===== src/verilog/acvr_regs.vh =====
// register offsets, fields, reset values and window constants for the adapter control bank
// How it works
// - with window enable set the window lands on the 32-Mbyte region picked by the window field.
// - with responder priority enabled, arbitration uses the responder request line, not commander.
// - suppress seen at the winning cycle aborts the transaction and retries after suppress drops.
// - with multiple interrupt enable set, every logged error raises an interrupt if enabled.
// - the self-test-fail status bit is never affected by the multiple interrupt enable.
// - with multiple interrupt enable clear, only one interrupt until error summary is cleared.
// - with return vector disable set, unsolicited or failed vector fetches get an error reply.
// - with return vector disable clear, those fetches get the stored 14-bit vector.
// - reserved bits of both registers, upper half and two low vector bits, read as zero.
// - enabled window base is E0000000 plus 2000000 times field plus 2000 times vme node id.
// - window enabled with field zero refuses non-register vme-directed commands.
`ifndef ACVR_REGS_VH
`define ACVR_REGS_VH
`define ACVR_OFS_CSR     8'h24
`define ACVR_OFS_RVEC    8'h28
`define ACVR_BIT_WSE     5
`define ACVR_BIT_RPE     4
`define ACVR_BIT_MIE     3
`define ACVR_BIT_RVD     1
`define ACVR_VEC_MSB     15
`define ACVR_VEC_LSB     2
`define ACVR_CSR_RST     4'h0
`define ACVR_VEC_RST     14'h0000
`define ACVR_WIN_BASE    32'hE000_0000
`define ACVR_WIN_FSHIFT  25
`define ACVR_WIN_NSHIFT  13
`endif


===== src/verilog/acvr_arb.v =====
// system bus request line steering with suppress abort and retry
`timescale 1ns/10ps
`default_nettype none
module acvr_arb (
  input  wire clk,
  input  wire sys_rst,
  input  wire responder_priority_enable,
  input  wire xact_req,
  input  wire arb_won,
  input  wire bus_suppress_signal,
  output wire commander_request_line,
  output wire responder_request_line,
  output wire xact_go,
  output reg  xact_abort_r
);
  // ****************************************
  // request and retry
  // ****************************************
  localparam ST_IDLE = 2'b00;
  localparam ST_REQ  = 2'b01;
  localparam ST_WAIT = 2'b10;
  reg [1:0] st_r;
  reg [1:0] st_nxt;
  wire      req_act;
  assign req_act = (st_r == ST_REQ);
  assign commander_request_line = req_act & ~responder_priority_enable;
  assign responder_request_line = req_act & responder_priority_enable;
  assign xact_go = req_act & arb_won & ~bus_suppress_signal;
  always @* begin
    st_nxt = st_r;
    case (st_r)
      ST_IDLE: begin
        if (xact_req) begin
          st_nxt = ST_REQ;
        end
      end
      ST_REQ: begin
        if (arb_won & bus_suppress_signal) begin
          st_nxt = ST_WAIT;
        end else if (arb_won) begin
          st_nxt = ST_IDLE;
        end
      end
      ST_WAIT: begin
        if (!bus_suppress_signal) begin
          st_nxt = ST_REQ;
        end
      end
      default: begin
        st_nxt = ST_IDLE;
      end
    endcase
  end
  always @(posedge clk) begin
    if (sys_rst) begin
      st_r <= ST_IDLE;
      xact_abort_r <= 1'b0;
    end else begin
      st_r <= st_nxt;
      xact_abort_r <= req_act & arb_won & bus_suppress_signal;
    end
  end
endmodule
`default_nettype wire


===== src/verilog/acvr_top.v =====
// adapter control bits, return vector register, window decode, interrupt gate, vector reply
`timescale 1ns/10ps
`default_nettype none
`include "acvr_regs.vh"
module acvr_top (
  input  wire        clk,
  input  wire        sys_rst,
  input  wire [7:0]  reg_addr,
  input  wire        reg_wr,
  input  wire        reg_rd,
  input  wire [31:0] reg_wdata,
  output reg  [31:0] reg_rdata_r,
  input  wire [13:0] translation_control_register,
  input  wire [3:0]  host_node_id,
  input  wire [3:0]  vme_node_id,
  input  wire        io_cmd_valid,
  input  wire [31:0] io_cmd_addr,
  input  wire        io_cmd_is_csr,
  output reg         io_cmd_hit_r,
  output reg         io_cmd_noack_r,
  output reg  [31:0] window_base_r,
  input  wire        xact_req,
  input  wire        arb_won,
  input  wire        bus_suppress_signal,
  output wire        commander_request_line,
  output wire        responder_request_line,
  output wire        xact_go,
  output wire        xact_abort,
  input  wire        err_log,
  input  wire        self_test_fail,
  input  wire        err_summary,
  input  wire        error_interrupt_message_enable,
  output reg         error_interrupt_message,
  output reg         self_test_fail_r,
  input  wire        vfetch_valid,
  input  wire        vfetch_unsol_or_fail,
  output reg         vfetch_reply_r,
  output reg         read_error_reply,
  output reg  [31:0] vfetch_data_r,
  output wire        window_space_enable,
  output wire        responder_priority_enable,
  output wire        multiple_interrupt_enable,
  output wire        return_vector_disable,
  output wire [13:0] return_vector
);
  // ****************************************
  // registers
  // ****************************************
  reg  [3:0]  csr_r;
  reg  [13:0] vec_r;
  reg         error_interrupt_message_armed_r;
  wire [31:0] csr_rd;
  wire [31:0] vec_rd;
  wire [13:0] window_space_field;
  assign window_space_field        = translation_control_register;
  assign window_space_enable       = csr_r[3];
  assign responder_priority_enable = csr_r[2];
  assign multiple_interrupt_enable = csr_r[1];
  assign return_vector_disable     = csr_r[0];
  assign return_vector             = vec_r;
  assign csr_rd = {26'h000_0000, csr_r[3], csr_r[2], csr_r[1], 1'b0, csr_r[0], 1'b0};
  assign vec_rd = {16'h0000, vec_r, 2'b00};
  always @(posedge clk) begin
    if (sys_rst) begin
      csr_r <= `ACVR_CSR_RST;
      vec_r <= `ACVR_VEC_RST;
      reg_rdata_r <= 32'h0000_0000;
    end else begin
      if (reg_wr && reg_addr == `ACVR_OFS_CSR) begin
        csr_r <= {reg_wdata[`ACVR_BIT_WSE], reg_wdata[`ACVR_BIT_RPE],
                  reg_wdata[`ACVR_BIT_MIE], reg_wdata[`ACVR_BIT_RVD]};
      end
      if (reg_wr && reg_addr == `ACVR_OFS_RVEC) begin
        vec_r <= reg_wdata[`ACVR_VEC_MSB:`ACVR_VEC_LSB];
      end
      if (reg_rd) begin
        case (reg_addr)
          `ACVR_OFS_CSR: begin
            reg_rdata_r <= csr_rd;
          end
          `ACVR_OFS_RVEC: begin
            reg_rdata_r <= vec_rd;
          end
          default: begin
            reg_rdata_r <= 32'h0000_0000;
          end
        endcase
      end
    end
  end
  // ****************************************
  // window decode
  // ****************************************
  wire [31:0] base_nxt;
  wire [31:0] fld_w;
  assign fld_w = window_space_enable ? {18'h0_0000, window_space_field}
                                     : {28'h000_0000, host_node_id};
  assign base_nxt = `ACVR_WIN_BASE + (fld_w << `ACVR_WIN_FSHIFT)
                  + ({28'h000_0000, vme_node_id} << `ACVR_WIN_NSHIFT);
  wire        win_hit;
  wire        bad_zero;
  assign win_hit  = (io_cmd_addr[31:25] == base_nxt[31:25]);
  assign bad_zero = window_space_enable & (window_space_field == 14'h0000);
  always @(posedge clk) begin
    if (sys_rst) begin
      window_base_r  <= `ACVR_WIN_BASE;
      io_cmd_hit_r   <= 1'b0;
      io_cmd_noack_r <= 1'b0;
    end else begin
      window_base_r  <= base_nxt;
      io_cmd_hit_r   <= io_cmd_valid & win_hit & ~(bad_zero & ~io_cmd_is_csr);
      io_cmd_noack_r <= io_cmd_valid & bad_zero & ~io_cmd_is_csr;
    end
  end
  // ****************************************
  // arbitration
  // ****************************************
  acvr_arb u_arb (
    .clk                       (clk),
    .sys_rst                   (sys_rst),
    .responder_priority_enable (responder_priority_enable),
    .xact_req                  (xact_req),
    .arb_won                   (arb_won),
    .bus_suppress_signal       (bus_suppress_signal),
    .commander_request_line    (commander_request_line),
    .responder_request_line    (responder_request_line),
    .xact_go                   (xact_go),
    .xact_abort_r              (xact_abort)
  );
  // ****************************************
  // error interrupt gate
  // ****************************************
  wire error_interrupt_message_fire;
  assign error_interrupt_message_fire = err_log & error_interrupt_message_enable &
                     (multiple_interrupt_enable | (~err_summary & error_interrupt_message_armed_r));
  always @(posedge clk) begin
    if (sys_rst) begin
      error_interrupt_message_armed_r <= 1'b1;
      error_interrupt_message <= 1'b0;
      self_test_fail_r <= 1'b0;
    end else begin
      error_interrupt_message <= error_interrupt_message_fire;
      self_test_fail_r <= self_test_fail;
      if (error_interrupt_message_fire && !multiple_interrupt_enable) begin
        error_interrupt_message_armed_r <= 1'b0;
      end else if (!err_summary) begin
        error_interrupt_message_armed_r <= 1'b1;
      end
    end
  end
  // ****************************************
  // vector fetch reply
  // ****************************************
  always @(posedge clk) begin
    if (sys_rst) begin
      vfetch_reply_r   <= 1'b0;
      read_error_reply <= 1'b0;
      vfetch_data_r    <= 32'h0000_0000;
    end else begin
      vfetch_reply_r   <= vfetch_valid & vfetch_unsol_or_fail & ~return_vector_disable;
      read_error_reply <= vfetch_valid & vfetch_unsol_or_fail & return_vector_disable;
      if (vfetch_valid && vfetch_unsol_or_fail && !return_vector_disable) begin
        vfetch_data_r <= vec_rd;
      end
    end
  end
endmodule
`default_nettype wire


===== config.mk =====
export PLATFORM = sky130hd
export DESIGN_NAME = acvr_top
export DESIGN_NICKNAME = d
export VERILOG_FILES = /design/src/verilog/acvr_arb.v /design/src/verilog/acvr_top.v
export VERILOG_INCLUDE_DIRS = /design/src /design/src/verilog
export SDC_FILE = /design/constraint.sdc
export NUM_CORES = 1
export LEC_CHECK = 0
export ABC_AREA = 0
export BUFFER_PORTS_ARGS = -buffer_cell sky130_fd_sc_hd__buf_4
export CAP_MARGIN = 30
export CORE_ASPECT_RATIO = 0.8
export CORE_MARGIN = 2
export CORE_UTILIZATION = 36
export DETAILED_ROUTE_END_ITERATION = 6
export PLACE_DENSITY = 0.8
export SLEW_MARGIN = 20
export SYNTH_ARGS = -nofsm -noshare
export SYNTH_HDL_FRONTEND = slang
export SYNTH_SLANG_ARGS = --single-unit

===== constraint.sdc =====
create_clock -name clk -period 1.5 [get_ports clk]
set_clock_uncertainty 0.2 [all_clocks]
set_input_delay 0.075 -clock clk [delete_from_list [all_inputs] [get_ports clk]]
set_output_delay 0.075 -clock clk [all_outputs]
set_load 0.02 [all_outputs]

==> results.md <==
- Status: complete, but fails checks
- Failing checks: hold timing, setup timing
- Syn Inst Count: 339
- CP cell instances: buf_4 > nand3_1 > nand4bb_1 > or4_4 > nor3_4
- Die height: ~86 microns
- Comb pwr share: 16.5%
- Yosys top cell area share: 45.07%
- Leakage: 2.321 nW
- Crit path kind: register to register
- Crit. Startpoint: csr_r[3]
- Skew-Pair Late Insertion Delay: between 0.3 and 0.4 ns
- Critical Path AT: 1.72 ns
- Clock Sink Count: 68
- Worst setup path endpoint: io_cmd_hit_r
- Max clock buf depth: 2
- Die area: 9143 sq um
- Area after DPL: 4040 sq um
- Top cells by area, synth: dfxtp_1 (45%), buf_4 (14%), mux2i_1 (7.6%)
- Min-delay worst type: input port to register
- Root buf cell: clkbuf_8
- Max Cap Viol: 0
- Hpwl dp: a little under 6000 microns
- P_sw: 1.004 mW
- Gr usage total: 19.13%
- Worst Hold Margin: -0.2347 ns
- CTS tree: yes
- Tot Pwr: 3.709 mW
- Post-layout instance area: 4822 sq um
- CP Launch Type: register
- Die X: 106.4 microns
- Power share of the sequential group: 49.4%
- Vias in the first global route: 2922
- Clock share of power: between 30% and 40%
- Cell accounting for the most synthesized area: dfxtp_1
- DRT Pass-1 Iters: 5
- Layout area overhead: 59.65%
- Remaining Overflow, GRT: 0
- RSZ-0062 raised after global routing: yes
- Ports: roughly 230
- Core box area: 8019 sq um
- DR iter-0 viols: 63
- Starting density of the core: 37.67%
- H-tree depth: 3
- Initial antenna violation count: 0
- Routed len/inst: 13.79 microns
- First-pass GRT wire length: 13770 microns
- Commonest non-fill, non-tap cell in the layout: buf_4
- Final cycle utilization of the critical path: 110.5%
- Worst path required time: between 1.5 and 2 ns
- CP max-delay cell: or4_4
- Path depth of the worst reg2reg path: 5
- Routed vias/inst: 4.431
- Worst hold stages: 2
- Largest net degree at the start of global routing: 41
- Switch share: 27.06%
- Average size of a mapped cell: 8.910 sq um
- Total wire length: 9018 microns
- Site Rows: 29
- Commonest non-fill, non-tap cells in the layout: buf_4 (153), dfxtp_1 (65), conb_1 (56), dlygate4sd3_1 (53), nor2_1 (36)
- P_int: about 2.7 mW
- Peak per-stage delay on the critical path: 0.54 ns
- Crit path time final: 1.657 ns
- RePlAce Congestion: just over 0.8
- Final hold viol count: 6
- Cell variety after synth: 37
- Fmax: 603.5 MHz
- Worst r2r src: csr_r[3]
- DRC Markers: 0
- Hold buffers post-CTS: 54
- Peak supply drop: 0.4169 mV
- Endpoint type of the worst setup path: register
- CTS buffer count: 9
- ANT cells: 0
- Seq/Total Area, Yosys: 45.07%
- Vias: 2898
- Fill cells: 694
- Final core utilization: 60.13%
- R2r endpoint: io_cmd_hit_r
- Detail Route Antenna Nets: 0
- Power per cell area: around 770 nW/um^2
- Fin. max-slew vios: 0
- R2R Setup Slk: -0.16 ns
- Synth Cell Area: 3020 sq um
- Synth Warn #: 0
- Final WS setup: -0.1569 ns
- Nets@finish: between 600 and 700
- Synthesis-stage register bit count: 68
- Share of post-route cells with drive strength above 1: 34.25%
- IO buf count: 134
- Clk slew on worst S/H paths: 0.07 ns
- Final setup viols: 1
- Worst-path fanout max: 6
-- cells by family after synthesis --
family | share of synthesized area (%)
AOI/OAI and AO/OA | 6.711
xor gates and xnor gates | 1.740
buffers and inverters | 16.53
DFF | 45.07
muxes | 8.078
other | 0.1242
and+or+nand+nor | 21.75
-- synth_stat cells (all sizes together) --
| master | instances |
|---|---|
| a21oi | 33 |
| a22o | 3 |
| and2 | 1 |
| and3 | 1 |
| and3b | 1 |
| and4 | 1 |
| buf | 60 |
| clkbuf | 12 |
| conb | 1 |
| dfxtp | 68 |
| inv | 2 |
| mux2i | 24 |
| nand2 | 31 |
| nand2b | 6 |
| nand3 | 6 |
| nand3b | 2 |
| nand4 | 5 |
| nand4bb | 1 |
| nor2 | 37 |
| nor2b | 21 |
| nor3 | 3 |
| nor3b | 3 |
| nor4 | 4 |
| nor4b | 1 |
| o21ai | 1 |
| o22ai | 1 |
| or2 | 2 |
| or3 | 1 |
| or4 | 1 |
| xnor2 | 3 |
| xor2 | 3 |
-- power by group through the flow --
stage	Clock [mW]	Sequential [mW]	Combinational (mW)
2_1_floorplan	0	1.89	0.341
3_3_place_gp	0	1.87	0.461
3_5_place_dp	0	1.87	0.469
4_1_cts	1.30	1.83	0.586
5_1_grt	1.38	1.83	0.653
6_report	1.26	1.83	0.613
-- worst min-delay path by stage --
| stage | startpoint | end | slack, ns |
|---|---|---|---|
| 2_1_floorplan | translation_control_register[4] | window_base_r[29] | -0.06 |
| 3_3_place_gp | self_test_fail | self_test_fail_r | 0.09 |
| 3_5_place_dp | vme_node_id[3] | window_base_r[16] | 0.09 |
| 4_1_cts | translation_control_register[4] | window_base_r[29] | -0.25 |
| 5_1_grt | translation_control_register[4] | window_base_r[29] | -0.23 |
| 6_report | translation_control_register[4] | window_base_r[29] | -0.23 |
-- worst max-delay path: cells and delay by family (launching register included) --
kind	cells	cell delay (ns)
flops	1	0.38
simple gates	4	0.83
buf+inv	1	0.16
-- cell type report --
class / count / area (sq um) / area share, %
Timing Repair Buffer: 208 / 1719 / 35.65
Multi-Input combinational cell: 252 / 1433 / 29.71
Sequential cell: 68 / 1368 / 28.36
Tap cell: 108 / 135.1 / 2.802
Clock buffer: 11 / 131.4 / 2.724
Clock inverter: 5 / 28.78 / 0.5968
Inverter: 2 / 7.507 / 0.1557
-- state kept, by name, indices dropped and copies added (netlist names), 2 cells and up --
name / cells
csr_r: 4
reg_rdata_r: 15
return_vector: 14
u_arb.st_r: 2
vfetch_data_r: 14
window_base_r: 11
-- metrics by stage --
| step | instances | setup TNS (ns) | setup WS (ns) |
|---|---|---|---|
| floorplan | 394 | -0.1164 | -0.1164 |
| global placement | 582 | -0.6836 | -0.09101 |
| detailed placement | 582 | -0.2810 | -0.1566 |
| CTS | 653 | -0.1326 | -0.1326 |
| global route | 654 | -0.2628 | -0.2190 |
| finish | 654 | -0.1569 | -0.1569 |
-- layer usage --
layer  part of all wire (%)  GRT usage (%)
met1                     40          20.95
met2                     50          34.38
met3                    8.3          6.687
met4                    1.5          7.084
met5                      0              0
-- repair_timing --
item	4_1_cts	5_1_grt
buffers inserted	1	2
pin swaps	1	4
endpoints found under the hold margin	39	6
gates resized for setup	3	13
endpoints found under the setup margin	1	5
No activity file was read; power rests on OpenSTA's default activity.
